[src/common/spisp_pkg.sv]
// constants shared by the serial port: register map, field positions,
// reset values, rate divisors and timing counts.
// assumes a single 200 MHz system clock that also serves as the e clock.
`default_nettype none

package spisp_pkg;

	// ************************************************************
	// register offsets
	// ************************************************************
	localparam logic [7:0] ADDR_CONTROL = 8'h28;
	localparam logic [7:0] ADDR_STATUS = 8'h29;
	localparam logic [7:0] ADDR_DATA = 8'h2A;
	localparam logic [7:0] ADDR_PD_DIR = 8'h2B;
	localparam logic [7:0] ADDR_PD_DATA = 8'h2C;

	// ************************************************************
	// control register fields
	// ************************************************************
	localparam int CTL_IRQ_EN = 7;
	localparam int CTL_PORT_EN = 6;
	localparam int CTL_OPEN_DRAIN = 5;
	localparam int CTL_MASTER = 4;
	localparam int CTL_CLOCK_POLARITY = 3;
	localparam int CTL_CLOCK_PHASE = 2;
	localparam int CTL_RATE_HI = 1;
	localparam int CTL_RATE_LO = 0;

	// ************************************************************
	// status register fields
	// ************************************************************
	localparam int STS_TCF = 7;
	localparam int STS_WRITE_COLLISION_FLAG = 6;
	localparam int STS_MODE_FAULT_FLAG = 4;

	// ************************************************************
	// port d pin positions
	// ************************************************************
	localparam int PD_MISO = 2;
	localparam int PD_MOSI = 3;
	localparam int PD_SCK = 4;
	localparam int PD_SS = 5;
	localparam int PD_W = 6;

	// ************************************************************
	// reset values
	// ************************************************************
	localparam logic [7:0] CONTROL_RESET = 8'h04;
	localparam logic [5:0] PD_DIR_RESET = 6'h00;
	localparam logic [5:0] PD_DATA_RESET = 6'h00;
	localparam logic [5:0] PD_SYNC_RESET = 6'h3F;

	// ************************************************************
	// rate divisors and timing
	// ************************************************************
	localparam logic [5:0] RATE_DIV_0 = 6'h02;
	localparam logic [5:0] RATE_DIV_1 = 6'h04;
	localparam logic [5:0] RATE_DIV_2 = 6'h10;
	localparam logic [5:0] RATE_DIV_3 = 6'h20;
	localparam logic [3:0] LAST_EDGE = 4'hF;
	localparam logic [3:0] LAST_LEAD_EDGE = 4'hE;
	localparam int GAP_E_CYCLES = 2;
	localparam int E_CLK_PER_SYS_CLK = 1;
	localparam int GAP_CYCLES_DEF = GAP_E_CYCLES * E_CLK_PER_SYS_CLK;

	// master sequencer states
	typedef enum logic [1:0] {
		SPISP_M_IDLE = 2'b00,
		SPISP_M_SHIFT = 2'b01,
		SPISP_M_GAP = 2'b10
	} spisp_mstate_e;

endpackage

`default_nettype wire

[src/spisp_top.sv]
// serial peripheral port, master or slave, with its port d pin control.
// assumes a one-cycle register port and pins resolved outside by the enables.
//
// What this block does
// - unselected slave releases its data-out pin
// - master shows each out bit half a clock before the latching edge
// - one byte takes exactly eight clock cycles, in and out together
// - master rate bits divide e clock by 2, 4, 16, 32; ignored as slave
// - select driven low while master sets the mode fault flag
// - direction bit 5 makes select a plain output and stops fault checks
// - data and clock pins belong to the port while it is enabled
// - phase 0 shift clock is select or-ed with clock
// - phase 1 select may stay low between bytes
// - mode fault clears master bit and four port pin directions, requests interrupt
// - data write during a transfer flags collision and is dropped
// - collision detection works as master and as slave
// - master transfer runs from data write to completion flag
// - phase 0 slave transfer spans select low; flag at eighth cycle middle
// - phase 1 slave transfer runs from first active edge to completion flag
// - open-drain bit switches all six port pins to open drain
// - polarity bit sets master clock idle level
// - completion flag with interrupt enable raises a request
// - completion flag clears by status read then data access; writes gated
// - collision flag clears by status read then any data access
// - mode fault flag clears by status read then control write
// - completion flag set at end of every byte, master or slave
// - receive path double buffered, transmit single buffered
`default_nettype none

module spisp_top
	import spisp_pkg::*;
#(
	parameter int GAP_CYCLES = GAP_CYCLES_DEF
) (
	input wire logic i_clk, // system and e clock, 200 MHz
	input wire logic i_rst, // async reset, active high
	input wire logic [7:0] i_addr, // register address
	input wire logic [7:0] i_wdata, // register write data
	input wire logic i_wr, // write strobe
	input wire logic i_rd, // read strobe
	output logic [7:0] o_rdata, // read data, cycle after the strobe
	input wire logic i_ccr_irq_mask, // processor interrupt mask bit
	output logic o_irq_req, // interrupt request, active high
	input wire logic [5:0] i_pd_in, // port d pin levels
	output logic [5:0] o_pd_out, // port d pin output values
	output logic [5:0] o_pd_oe // port d pin output enables
);

	// ************************************************************
	// elaboration checks
	// ************************************************************
	if (GAP_CYCLES < 2 || GAP_CYCLES > 15) begin : g_bad_gap
		$error("GAP_CYCLES must lie between 2 and 15");
	end

	// ************************************************************
	// declarations
	// ************************************************************
	logic [7:0] ctrl_reg;
	logic [5:0] pd_dir_reg;
	logic [5:0] pd_data_reg;
	logic [5:0] pd_s;
	logic tcf_reg, tcf_seen_reg;
	logic write_collision_flag_reg, write_collision_flag_seen_reg;
	logic mode_fault_flag_reg, mode_fault_flag_seen_reg;
	logic [7:0] sreg_reg;
	logic [7:0] rx_buf_reg;
	logic dout_reg;
	spisp_mstate_e mstate_reg;
	logic start_pend_reg;
	logic [4:0] div_cnt_reg;
	logic [3:0] edge_cnt_reg;
	logic sck_act_reg;
	logic [3:0] gap_cnt_reg;
	logic act_prev_reg;
	logic ss_prev_reg;
	logic [3:0] s_cnt_reg;
	logic s_active_reg;
	logic [5:0] pd_out_next, pd_oe_next, pd_oe_od;

	logic port_en, is_master, clock_polarity, clock_phase, ods;
	logic [1:0] rate;
	logic [4:0] half_m1;
	logic wr_ctl, wr_dir, wr_pdd, rd_sts, data_acc, wr_data;
	logic wr_allowed, xfer_busy, collide, load;
	logic sck_s, ss_s, din_s;
	logic tick, m_lead, m_trail, m_sample, m_drive, m_done;
	logic act_now, s_lead, s_trail, s_sample, s_drive, s_done, ss_fall;
	logic sample, drive, done, mode_fault;

	// ************************************************************
	// control fields and bus decode
	// ************************************************************
	assign port_en = ctrl_reg[CTL_PORT_EN];
	assign is_master = ctrl_reg[CTL_MASTER];
	assign clock_polarity = ctrl_reg[CTL_CLOCK_POLARITY];
	assign clock_phase = ctrl_reg[CTL_CLOCK_PHASE];
	assign ods = ctrl_reg[CTL_OPEN_DRAIN];
	assign rate = {ctrl_reg[CTL_RATE_HI], ctrl_reg[CTL_RATE_LO]};
	assign wr_ctl = i_wr && (i_addr == ADDR_CONTROL);
	assign wr_dir = i_wr && (i_addr == ADDR_PD_DIR);
	assign wr_pdd = i_wr && (i_addr == ADDR_PD_DATA);
	assign rd_sts = i_rd && (i_addr == ADDR_STATUS);
	assign data_acc = (i_rd || i_wr) && (i_addr == ADDR_DATA);
	assign wr_data = i_wr && (i_addr == ADDR_DATA);

	// half period of the master clock in e clocks, minus one
	always_comb begin
		case (rate)
			2'b00: half_m1 = 5'(RATE_DIV_0 / 2 - 1);
			2'b01: half_m1 = 5'(RATE_DIV_1 / 2 - 1);
			2'b10: half_m1 = 5'(RATE_DIV_2 / 2 - 1);
			2'b11: half_m1 = 5'(RATE_DIV_3 / 2 - 1);
			default: half_m1 = 5'(RATE_DIV_0 / 2 - 1);
		endcase
	end

	// ************************************************************
	// pin synchronisers
	// ************************************************************
	spisp_sync #(
		.WIDTH(PD_W),
		.RESET_VAL(PD_SYNC_RESET)
	) u_sync (
		.i_clk(i_clk),
		.i_rst(i_rst),
		.i_d(i_pd_in),
		.o_q(pd_s)
	);

	assign sck_s = pd_s[PD_SCK];
	assign ss_s = pd_s[PD_SS];
	assign din_s = is_master ? pd_s[PD_MISO] : pd_s[PD_MOSI];

	// ************************************************************
	// write gating, collision and load
	// ************************************************************
	// a phase 0 slave is busy while selected, a phase 1 slave from its first edge
	assign xfer_busy = port_en && (is_master ? (mstate_reg == SPISP_M_SHIFT || start_pend_reg)
		: (clock_phase ? s_active_reg : !ss_s));
	assign wr_allowed = !tcf_reg || tcf_seen_reg;
	assign collide = wr_data && wr_allowed && xfer_busy;
	assign load = wr_data && wr_allowed && !xfer_busy;
	assign mode_fault = port_en && is_master && !pd_dir_reg[PD_SS] && !ss_s;

	// ************************************************************
	// master clock generator
	// ************************************************************
	assign tick = (mstate_reg == SPISP_M_SHIFT) && (div_cnt_reg == half_m1);
	assign m_lead = tick && !edge_cnt_reg[0];
	assign m_trail = tick && edge_cnt_reg[0];
	// data leaves on one edge and is latched on the other, half a clock later
	assign m_sample = clock_phase ? m_trail : m_lead;
	assign m_drive = clock_phase ? m_lead : m_trail;
	assign m_done = tick && (edge_cnt_reg == LAST_EDGE);

	// master sequencer: start on write, shift sixteen edges, then idle gap
	always_ff @(posedge i_clk or posedge i_rst) begin
		if (i_rst) begin
			mstate_reg <= SPISP_M_IDLE;
		end else if (!port_en || !is_master) begin
			mstate_reg <= SPISP_M_IDLE;
		end else begin
			case (mstate_reg)
				SPISP_M_IDLE: begin
					if (start_pend_reg) begin
						mstate_reg <= SPISP_M_SHIFT;
					end
				end
				SPISP_M_SHIFT: begin
					if (m_done) begin
						mstate_reg <= SPISP_M_GAP;
					end
				end
				SPISP_M_GAP: begin
					if (gap_cnt_reg == 4'(GAP_CYCLES - 1)) begin
						mstate_reg <= SPISP_M_IDLE;
					end
				end
				default: mstate_reg <= SPISP_M_IDLE;
			endcase
		end
	end

	// pending start from a data write accepted in master mode
	always_ff @(posedge i_clk or posedge i_rst) begin
		if (i_rst) begin
			start_pend_reg <= 1'b0;
		end else if (!port_en || !is_master) begin
			start_pend_reg <= 1'b0;
		end else if (load) begin
			start_pend_reg <= 1'b1;
		end else if (mstate_reg == SPISP_M_IDLE) begin
			start_pend_reg <= 1'b0;
		end
	end

	// divider, edge counter and clock phase
	always_ff @(posedge i_clk or posedge i_rst) begin
		if (i_rst) begin
			div_cnt_reg <= 5'h00;
			edge_cnt_reg <= 4'h0;
			sck_act_reg <= 1'b0;
		end else if (mstate_reg != SPISP_M_SHIFT) begin
			div_cnt_reg <= 5'h00;
			edge_cnt_reg <= 4'h0;
			sck_act_reg <= 1'b0;
		end else if (tick) begin
			div_cnt_reg <= 5'h00;
			edge_cnt_reg <= edge_cnt_reg + 4'h1;
			sck_act_reg <= !sck_act_reg;
		end else begin
			div_cnt_reg <= div_cnt_reg + 5'h01;
		end
	end

	// idle time between bytes with the clock at its rest level
	always_ff @(posedge i_clk or posedge i_rst) begin
		if (i_rst) begin
			gap_cnt_reg <= 4'h0;
		end else if (mstate_reg == SPISP_M_GAP) begin
			gap_cnt_reg <= gap_cnt_reg + 4'h1;
		end else begin
			gap_cnt_reg <= 4'h0;
		end
	end

	// ************************************************************
	// slave edge detection
	// ************************************************************
	// select high holds the shift clock at rest, as an or of select and clock
	assign act_now = (sck_s ^ clock_polarity) && !ss_s;
	assign s_lead = act_now && !act_prev_reg;
	assign s_trail = !act_now && act_prev_reg;
	assign s_sample = port_en && !is_master && (clock_phase ? s_trail : s_lead);
	assign s_drive = port_en && !is_master && (clock_phase ? s_lead : s_trail);
	assign s_done = s_sample && (s_cnt_reg == (clock_phase ? LAST_EDGE : LAST_LEAD_EDGE));
	assign ss_fall = port_en && !is_master && !ss_s && ss_prev_reg;

	// previous levels for edge detection
	always_ff @(posedge i_clk or posedge i_rst) begin
		if (i_rst) begin
			act_prev_reg <= 1'b0;
			ss_prev_reg <= 1'b1;
		end else begin
			act_prev_reg <= act_now;
			ss_prev_reg <= ss_s;
		end
	end

	// slave edge count; phase 1 may keep select low and wraps per byte
	always_ff @(posedge i_clk or posedge i_rst) begin
		if (i_rst) begin
			s_cnt_reg <= 4'h0;
		end else if (ss_s || !port_en || is_master) begin
			s_cnt_reg <= 4'h0;
		end else if (s_done && clock_phase) begin
			s_cnt_reg <= 4'h0;
		end else if (s_lead || s_trail) begin
			s_cnt_reg <= s_cnt_reg + 4'h1;
		end
	end

	// phase 1 slave transfer window
	always_ff @(posedge i_clk or posedge i_rst) begin
		if (i_rst) begin
			s_active_reg <= 1'b0;
		end else if (!port_en || is_master || !clock_phase) begin
			s_active_reg <= 1'b0;
		end else if (s_done) begin
			s_active_reg <= 1'b0;
		end else if (s_lead && s_cnt_reg == 4'h0) begin
			s_active_reg <= 1'b1;
		end
	end

	// ************************************************************
	// shifter and receive buffer
	// ************************************************************
	assign sample = is_master ? m_sample : s_sample;
	assign drive = is_master ? m_drive : s_drive;
	assign done = port_en && (is_master ? m_done : s_done);

	// eight bits enter and leave the one shifter, msb first
	always_ff @(posedge i_clk or posedge i_rst) begin
		if (i_rst) begin
			sreg_reg <= 8'h00;
		end else if (load) begin
			sreg_reg <= i_wdata;
		end else if (sample) begin
			sreg_reg <= {sreg_reg[6:0], din_s};
		end
	end

	// outgoing bit; a phase 0 slave shows its first bit as select falls
	always_ff @(posedge i_clk or posedge i_rst) begin
		if (i_rst) begin
			dout_reg <= 1'b0;
		end else if (load) begin
			dout_reg <= i_wdata[7];
		end else if (drive || ss_fall) begin
			dout_reg <= sreg_reg[7];
		end
	end

	// completed byte moves to the read buffer, freeing the shifter
	always_ff @(posedge i_clk or posedge i_rst) begin
		if (i_rst) begin
			rx_buf_reg <= 8'h00;
		end else if (done) begin
			rx_buf_reg <= sample ? {sreg_reg[6:0], din_s} : sreg_reg;
		end
	end

	// ************************************************************
	// status flags; a setting event wins over a clear
	// ************************************************************
	always_ff @(posedge i_clk or posedge i_rst) begin
		if (i_rst) begin
			tcf_reg <= 1'b0;
			tcf_seen_reg <= 1'b0;
		end else if (done) begin
			tcf_reg <= 1'b1;
			tcf_seen_reg <= 1'b0;
		end else if (tcf_seen_reg && data_acc) begin
			tcf_reg <= 1'b0;
			tcf_seen_reg <= 1'b0;
		end else if (rd_sts && tcf_reg) begin
			tcf_seen_reg <= 1'b1;
		end
	end

	// collision flag
	always_ff @(posedge i_clk or posedge i_rst) begin
		if (i_rst) begin
			write_collision_flag_reg <= 1'b0;
			write_collision_flag_seen_reg <= 1'b0;
		end else if (collide) begin
			write_collision_flag_reg <= 1'b1;
			write_collision_flag_seen_reg <= 1'b0;
		end else if (write_collision_flag_seen_reg && data_acc) begin
			write_collision_flag_reg <= 1'b0;
			write_collision_flag_seen_reg <= 1'b0;
		end else if (rd_sts && write_collision_flag_reg) begin
			write_collision_flag_seen_reg <= 1'b1;
		end
	end

	// mode fault flag
	always_ff @(posedge i_clk or posedge i_rst) begin
		if (i_rst) begin
			mode_fault_flag_reg <= 1'b0;
			mode_fault_flag_seen_reg <= 1'b0;
		end else if (mode_fault) begin
			mode_fault_flag_reg <= 1'b1;
			mode_fault_flag_seen_reg <= 1'b0;
		end else if (mode_fault_flag_seen_reg && wr_ctl) begin
			mode_fault_flag_reg <= 1'b0;
			mode_fault_flag_seen_reg <= 1'b0;
		end else if (rd_sts && mode_fault_flag_reg) begin
			mode_fault_flag_seen_reg <= 1'b1;
		end
	end

	// ************************************************************
	// control, direction and port data registers
	// ************************************************************
	// a fault forces slave mode even over a simultaneous write
	always_ff @(posedge i_clk or posedge i_rst) begin
		if (i_rst) begin
			ctrl_reg <= CONTROL_RESET;
		end else begin
			if (wr_ctl) begin
				ctrl_reg <= i_wdata;
			end
			if (mode_fault) begin
				ctrl_reg[CTL_MASTER] <= 1'b0;
			end
		end
	end

	// pin directions; a fault releases the four port pins
	always_ff @(posedge i_clk or posedge i_rst) begin
		if (i_rst) begin
			pd_dir_reg <= PD_DIR_RESET;
		end else begin
			if (wr_dir) begin
				pd_dir_reg <= i_wdata[5:0];
			end
			if (mode_fault) begin
				pd_dir_reg[PD_SS:PD_MISO] <= 4'h0;
			end
		end
	end

	// general-purpose output values
	always_ff @(posedge i_clk or posedge i_rst) begin
		if (i_rst) begin
			pd_data_reg <= PD_DATA_RESET;
		end else if (wr_pdd) begin
			pd_data_reg <= i_wdata[5:0];
		end
	end

	// ************************************************************
	// read port and interrupt request
	// ************************************************************
	always_ff @(posedge i_clk or posedge i_rst) begin
		if (i_rst) begin
			o_rdata <= 8'h00;
		end else if (i_rd) begin
			case (i_addr)
				ADDR_CONTROL: o_rdata <= ctrl_reg;
				ADDR_STATUS: o_rdata <= {tcf_reg, write_collision_flag_reg, 1'b0, mode_fault_flag_reg, 4'h0};
				ADDR_DATA: o_rdata <= rx_buf_reg;
				ADDR_PD_DIR: o_rdata <= {2'b00, pd_dir_reg};
				ADDR_PD_DATA: o_rdata <= {2'b00, pd_s};
				default: o_rdata <= 8'h00;
			endcase
		end else begin
			o_rdata <= 8'h00;
		end
	end

	// request for completion or mode fault, gated by enable and processor mask
	always_ff @(posedge i_clk or posedge i_rst) begin
		if (i_rst) begin
			o_irq_req <= 1'b0;
		end else begin
			o_irq_req <= ctrl_reg[CTL_IRQ_EN] && (tcf_reg || mode_fault_flag_reg) && !i_ccr_irq_mask;
		end
	end

	// ************************************************************
	// pin drive
	// ************************************************************
	// enabled port takes over data and clock pins from general-purpose use
	always_comb begin
		pd_out_next = pd_data_reg;
		pd_oe_next = pd_dir_reg;
		if (port_en) begin
			if (is_master) begin
				pd_oe_next[PD_MISO] = 1'b0;
				pd_out_next[PD_MOSI] = dout_reg;
				pd_out_next[PD_SCK] = clock_polarity ^ sck_act_reg;
				if (!pd_dir_reg[PD_SS]) begin
					pd_oe_next[PD_SS] = 1'b0;
				end
			end else begin
				pd_out_next[PD_MISO] = dout_reg;
				pd_oe_next[PD_MISO] = pd_dir_reg[PD_MISO] && !ss_s;
				pd_oe_next[PD_MOSI] = 1'b0;
				pd_oe_next[PD_SCK] = 1'b0;
				pd_oe_next[PD_SS] = 1'b0;
			end
		end
	end

	// open-drain mode only ever pulls a pin low
	for (genvar i = 0; i < PD_W; i++) begin : g_od
		assign pd_oe_od[i] = ods ? (pd_oe_next[i] && !pd_out_next[i]) : pd_oe_next[i];
	end

	// registered pin outputs
	always_ff @(posedge i_clk or posedge i_rst) begin
		if (i_rst) begin
			o_pd_out <= PD_DATA_RESET;
			o_pd_oe <= PD_DIR_RESET;
		end else begin
			o_pd_out <= pd_out_next;
			o_pd_oe <= pd_oe_od;
		end
	end

endmodule

`default_nettype wire

[src/spisp_sync.sv]
// two-stage synchroniser for a group of pin levels.
// assumes each bit is a slow level; bits are not coherent with each other.
`default_nettype none

module spisp_sync #(
	parameter int WIDTH = 6,
	parameter logic [WIDTH-1:0] RESET_VAL = '0
) (
	input wire logic i_clk, // system clock
	input wire logic i_rst, // async reset, active high
	input wire logic [WIDTH-1:0] i_d, // asynchronous levels
	output logic [WIDTH-1:0] o_q // synchronised levels
);

	logic [WIDTH-1:0] meta_reg;

	// first stage feeds only the second stage
	always_ff @(posedge i_clk or posedge i_rst) begin
		if (i_rst) begin
			meta_reg <= RESET_VAL;
			o_q <= RESET_VAL;
		end else begin
			meta_reg <= i_d;
			o_q <= meta_reg;
		end
	end

endmodule

`default_nettype wire

[config.mk]
export PLATFORM = sky130hd
export DESIGN_NAME = spisp_top
export DESIGN_NICKNAME = d
export VERILOG_FILES = /design/src/common/spisp_pkg.sv /design/src/spisp_top.sv /design/src/spisp_sync.sv
export SDC_FILE = /design/constraint.sdc
export NUM_CORES = 1
export LEC_CHECK = 0
export ABC_AREA = 1
export BUFFER_PORTS_ARGS = -buffer_cell sky130_fd_sc_hd__buf_2
export CAP_MARGIN = 20
export CORE_UTILIZATION = 55
export DETAILED_ROUTE_END_ITERATION = 8
export GPL_ROUTABILITY_DRIVEN = 0
export GPL_TIMING_DRIVEN = 0
export MAX_ROUTING_LAYER = met4
export PLACE_DENSITY_LB_ADDON = 0.3
export SKIP_LAST_GASP = 1
export SLEW_MARGIN = 30
export SYNTH_ARGS = -nofsm -noshare
export SYNTH_HDL_FRONTEND = slang
export SYNTH_SLANG_ARGS = --single-unit
[constraint.sdc]
create_clock -name i_clk -period 7.08 [get_ports i_clk]
set_input_delay 1.416 -clock i_clk [delete_from_list [all_inputs] [get_ports i_clk]]
set_output_delay 1.416 -clock i_clk [all_outputs]
set_load 0.01 [all_outputs]
==> run_results.csv, run 1 <==
group,metric,value,unit
logic_synthesis,synth_top_area_cell,"dfrtp_1",
placed_design,dp_cells,655,
logic_synthesis,syn_area_per_cell,9.456,µm²
sta,holdWs,0.3603,ns
route,wirelength,10.21,mm
clock_network,cts_tree,"built",
sta,setup_tns,0,ns
power,power,0.001228,W
global_route,antenna_found_initial,0,
finish,final_common_cell,"nand2_1",
clock_network,clk_pin_slew_worst_paths,0.09,ns
route,post_drt_wl_per_cell,15.22,µm
die,die_h,94.91,µm
route,ant_nets,0,
sta,grt_setup_unrepaired,"false",
placed_design,portBuffers,47,
logic_synthesis,synth.area.top_cells,"dfrtp_1 (45%), dfstp_2 (7.7%), nand2_1 (7.1%)",
sta,maxSlewViolCount,0,
setup_path,end_kind,"flip-flop",
setup_path,critPathLaunchType,"input pin",
die,io_pins,48,
logic_synthesis,synth-seq-area-share,53.08,%
finish,layout_common_cells,"nand2_1 (90), dfrtp_1 (86), inv_1 (65), buf_2 (48), nand3_1 (44)",
flow_run,max_cap_violations,0,
route,firstDrtPassIters,5,
clock_network,cts-root-buf,"clkbuf_8",
finish,stdcell_count,671,
global_route,grt_max_degree,64,
clock_network,cts.hold.buffers_added,0,
worst_hold_path,hold_class,"reg2reg",
clock_network,htree_levels,3,
clock_network,clock_latency,0.37,ns
clock_network,clockBufferDepth,2,
sta,maxSlewHeadroom,67.21,%
sta,worstMarginPinSlew,0.4881,ns
finish,final_nets,596,
placed_design,dpl.hpwl,7.547,mm
clock_network,postCtsSetupRepairBufs,0,
logic_synthesis,netlist_instances,502,
logic_synthesis,yosys.area.top_type_share,45.33,%
sta,final-hold-violation-count,0,
logic_synthesis,synth_nets,537,
clock_network,cts.sinks,100,
die,die-area,9007,µm²
route,drc,0,
logic_synthesis,synth_area,4747,µm²
global_route,gr-total-overflow,0,
route,drt_iter0_markers,308,
die,rows,33,
die,core_region_area,8299,µm²
finish,diodes,0,
sta,fin_skew,0.01124,ns
sta,finalSetupViolCount,0,
sta,fin_crit_sh,35.46,%
route,avgViaCountPerCell,5.529,
outcome,outcome,"completed",
global_route,grt_usage,25.68,%
die,start_util,57.20,%
power,p_leak,2.661,nW
logic_synthesis,yosysWarnings,0,
clock_network,cts_buffers,9,
setup_path,arrival,2.76,ns
setup_path,crit_required,7.33,ns
die,die_w,94.91,µm
global_route,grt_pass1_vias,3483,
finish,drive_gt1_share,25.62,%
sta,period_needed,2.510,ns
sta,max_freq,398.3,MHz
power,powerDensity,228.3,nW/µm²
power,ir_drop,141.0,µV
clock_network,post_cts_resized,0,
setup_path,crit_type,"in2reg",
route,vias,3710,
finish,area_growth,13.31,%
logic_synthesis,synth_cell_types,49,
logic_synthesis,synth_seq_cells,100,
global_route,grt_pass1_wl,16.93,mm
setup_path,worst-path-max-fanout,10,
==> final timing paths <==
path                                         startpoint                            to  slack, ns  cells after the start
min in group asynchronous                         i_rst       ctrl_reg[7]$_DFFE_PP0P_       1.02                      2
max                                           i_addr[7]       ctrl_reg[0]$_DFFE_PP0P_       4.57                     10
min                        u_sync.meta_reg[5]$_DFF_PP1_       u_sync.o_q[5]$_DFF_PP1_       0.36                      0
max in group asynchronous                         i_rst  u_sync.meta_reg[4]$_DFF_PP1_       5.40                      3
max reg2reg                     u_sync.o_q[4]$_DFF_PP1_      s_cnt_reg[1]$_DFFE_PP0P_       4.62                     10
min reg2reg                u_sync.meta_reg[5]$_DFF_PP1_       u_sync.o_q[5]$_DFF_PP1_       0.36                      0
==> layout make-up <==
cell class,count,area [µm²]
buffer,7,57.56
clock buffer,11,151.4
clock inverter,5,81.33
fill,686,2920
inverter,80,309.0
multi-input combinational,315,1866
sequential,100,2520
tap,105,131.4
timing repair buffer,48,262.8
==> Yosys cell counts, drive strengths merged <==
master   instances
a211oi           3
a21oi           11
a221oi           8
a22oi            1
a31o             1
a31oi            1
and2             1
buf              5
clkbuf           2
clkinv           1
dfrtp           86
dfstp           14
ha               8
inv             79
nand2          103
nand3           54
nand3b           2
nand4            7
nor2            44
nor3             9
nor3b            1
nor4             2
o2111ai          1
o211ai           1
o21a             1
o21ai           34
o21bai           1
o22ai            9
o31ai            3
or2              1
xnor2            3
xor2             5
==> critical path: stages <==
cell and delay, ns:
buf_2 0.09, nor2_1 0.09, nand2_1 0.12, clkinv_2 0.14
nand4_2 0.18, inv_2 0.18, nand2_2 0.16, buf_2 0.24
nand2_1 0.08, o21ai_1 0.06
==> metal layers <==
layer  vias to the layer above  GRT usage, %  wire length, µm  part of all wire, %
met5                         -             -                0                    0
met3                        26         4.911              580                  5.7
met1                      1784         35.09             4581                   45
li1                       1761             -                -                    -
met2                       139         37.89             4791                   47
met4                         0         9.975              261                  2.6
==> per-stage QoR <==
step / worst slack (ns) / instance area [µm²] / util [%]
2_1_floorplan: 3.068 / 4747 / -
3_3_place_gp: 1.985 / 5114 / 61.62
3_5_place_dp: 4.236 / 5146 / 62.01
4_1_cts: 4.619 / 5379 / 64.81
5_1_grt: 4.395 / 5379 / 64.81
6_report: 4.570 / 5379 / 64.81
==> cell families after synthesis <==
family | after synthesis | share of synthesized area (%)
flops | 100 | 53.08
compound gates | 75 | 10.07
xor+xnor | 8 | 1.476
fa+ha+maj | 8 | 2.109
simple gates | 224 | 25.65
buf+inv | 87 | 7.617
==> power breakdown <==
group | switching, W | internal [W] | leakage [nW]
registers | 0.0000170 | 0.000617 | 1.25
logic | 0.000119 | 0.0000614 | 1.30
clock network | 0.000194 | 0.000219 | 0.116
(Power assumes the default switching activity.)
==> run 2: changes to the inputs <==
==> constraint.sdc (replaced) <==
create_clock -name i_clk -period 2.6 [get_ports i_clk]
set_input_delay 0.52 -clock i_clk [delete_from_list [all_inputs] [get_ports i_clk]]
set_output_delay 0.52 -clock i_clk [all_outputs]
set_load 0.01 [all_outputs]
==> run_results.csv, run 2 (synthesized netlist as in run 1, its figures left out) <==
group,metric,value,unit
setup_path,arrival,2.64,ns
global_route,grt_pass1_vias,3550,
clock_network,clock_latency,0.36,ns
finish,drive_gt1_share,25.53,%
die,die_h,94.91,µm
route,wirelength,10.19,mm
finish,final_nets,598,
power,intPower,0.002225,W
sta,fin_skew,0.005648,ns
setup_path,path_buf_inv,1,
power,switchingPower,0.0008849,W
setup_path,crit_family,"simple AND/OR/NAND/NOR gates",
die,core_region_area,8299,µm²
clock_network,cts-root-buf,"clkbuf_8",
setup_path,r2r-end,"s_cnt_reg[1]$_DFFE_PP0P_",
sta,maxSlewHeadroom,66.34,%
die,start_util,57.20,%
global_route,grt_usage,25.90,%
sta,grt_setup_unrepaired,"false",
clock_network,clockBufferDepth,2,
route,drc,0,
finish,final_common_cell,"nand2_1",
placed_design,dpl.hpwl,7.859,mm
finish,fin_util,64.44,%
power,powerDensity,581.6,nW/µm²
setup_path,slowest_stage,"dfstp_2",
power,pwr-share-seq,55.6,%
route,firstDrtPassIters,5,
sta,fin_crit_sh,91.96,%
power,ir_drop,354.0,µV
power,p_comb_share,16.0,%
sta,maxSlewViolCount,0,
placed_design,portBuffers,47,
finish,diodes,0,
worst_hold_path,hold_class,"in2async",
global_route,grt_max_degree,32,
setup_path,worst-path-max-fanout,10,
sta,holdWs,0.1809,ns
clock_network,cts.hold.buffers_added,0,
sta,finalSetupViolCount,0,
clock_network,post_cts_resized,0,
route,ant_nets,0,
flow_run,max_cap_violations,0,
sta,worstMarginPinSlew,0.5038,ns
die,rows,33,
clock_network,cts.sinks,100,
finish,area_growth,12.65,%
setup_path,end_kind,"flip-flop",
sta,max_freq,418.2,MHz
setup_path,critPathLaunchType,"flip-flop",
die,die-area,9007,µm²
sta,setup_tns,0,ns
clock_network,clk_pin_slew_worst_paths,0.09,ns
power,p_leak,2.639,nW
die,io_pins,48,
die,die_w,94.91,µm
setup_path,slowest_delay,0.59,ns
clock_network,cts_buffers,9,
route,drt_iter0_markers,304,
route,post_drt_wl_per_cell,15.14,µm
global_route,grt_pass1_wl,17.14,mm
clock_network,htree_levels,3,
setup_path,crit_required,2.85,ns
sta,period_needed,2.391,ns
global_route,gr-total-overflow,0,
route,avgViaCountPerCell,5.504,
power,power,0.003110,W
setup_path,crit_type,"reg2reg",
finish,num-fill-cells,645,
finish,layout_common_cells,"nand2_1 (90), dfrtp_1 (86), inv_1 (65), buf_2 (48), nand3_1 (44)",
clock_network,cts_tree,"built",
setup_path,reg2regPathDepth,10,
sta,final-hold-violation-count,0,
clock_network,postCtsSetupRepairBufs,0,
route,vias,3704,
setup_path,reg2reg_setup_slack,0.21,ns
outcome,outcome,"completed",
setup_path,cp_cell_sequence,"nor2_1 > nor3_1 > inv_1 > ha_1 > o211ai_4 > nor3_2 > a31oi_1 > nand2_1 > nand3_1 > o21ai_1",
setup_path,rr_startpoint,"u_sync.o_q[4]$_DFF_PP1_",
power,p_clk_share,28.4,%
global_route,antenna_found_initial,0,
power,switching_share,28.45,%
-- run 2: cell types whose count changed in the layout (fill, tap and decap cells not counted) --
cell        previous run  this run
buf_16                 1         0
buf_12                 0         3
clkbuf_1               2         4
clkbuf_8              11        10
bufinv_16              2         0
clkinv_2               2         3
clkinvlp_4             1         3
inv_6                  2         0
-- run 2: area by class of cell --
class / count / area (µm²) / share of cell area (%)
clock buffers: 12 / 145.1 / 2.714
well taps: 105 / 131.4 / 2.457
plain buffers: 7 / 57.56 / 1.076
clock inverters: 4 / 25.02 / 0.4679
multi-input cells: 315 / 1866 / 34.89
inverters: 80 / 307.8 / 5.756
repair buffers: 50 / 295.3 / 5.522
flip-flops and latches: 100 / 2520 / 47.12
-- run 2: worst max-delay path by stage --
stage	startpoint	to	depth (start not counted)	slack, ns
detailed placement	u_sync.o_q[4]$_DFF_PP1_	s_cnt_reg[1]$_DFFE_PP0P_	10	0.18
finish	u_sync.o_q[4]$_DFF_PP1_	s_cnt_reg[1]$_DFFE_PP0P_	10	0.21
floorplan	u_sync.o_q[4]$_DFF_PP1_	s_cnt_reg[0]$_DFFE_PP0P_	10	0.57
CTS	u_sync.o_q[4]$_DFF_PP1_	s_cnt_reg[1]$_DFFE_PP0P_	10	0.19
global route	u_sync.o_q[4]$_DFF_PP1_	s_cnt_reg[0]$_DFFE_PP0P_	10	0.0004
global placement	i_rst	s_cnt_reg[1]$_DFFE_PP0P_	2	0.28
-- run 2: worst register-to-register path, stage by stage (launching register included) --
cell,delay [ns]
dfstp_2,0.59
nor2_1,0.06
nor3_1,0.32
inv_1,0.08
ha_1,0.25
o211ai_4,0.39
nor3_2,0.10
a31oi_1,0.20
nand2_1,0.14
nand3_1,0.09
o21ai_1,0.06
-- run 2: power by group through the flow --
stage          clock network [W]  logic, W  registers, W
6_report                0.000884  0.000496       0.00173
5_1_grt                 0.000963  0.000565       0.00174
4_1_cts                 0.000913  0.000500       0.00173
3_5_place_dp                   0  0.000498       0.00176
3_3_place_gp                   0  0.000470       0.00175
2_1_floorplan                  0  0.000350       0.00176
-- run 2: metrics by stage --
step           std cells  worst slack, ns  instance area (µm²)
6_report             673           0.2090                 5348
5_1_grt              673        0.0003859                 5348
4_1_cts              673           0.1902                 5348
3_5_place_dp         657           0.1770                 5177
3_3_place_gp         654           0.2807                 5117
2_1_floorplan        502           0.5687                 4751
-- run 2: layer usage --
layer | share of wire, % | vias up | GRT usage [%]
met4 | 1.5 | 0 | 7.323
met3 | 6.1 | 14 | 5.475
met5 | 0 | - | -
met1 | 46 | 1792 | 34.43
met2 | 47 | 128 | 40.17
li1 | - | 1770 | -
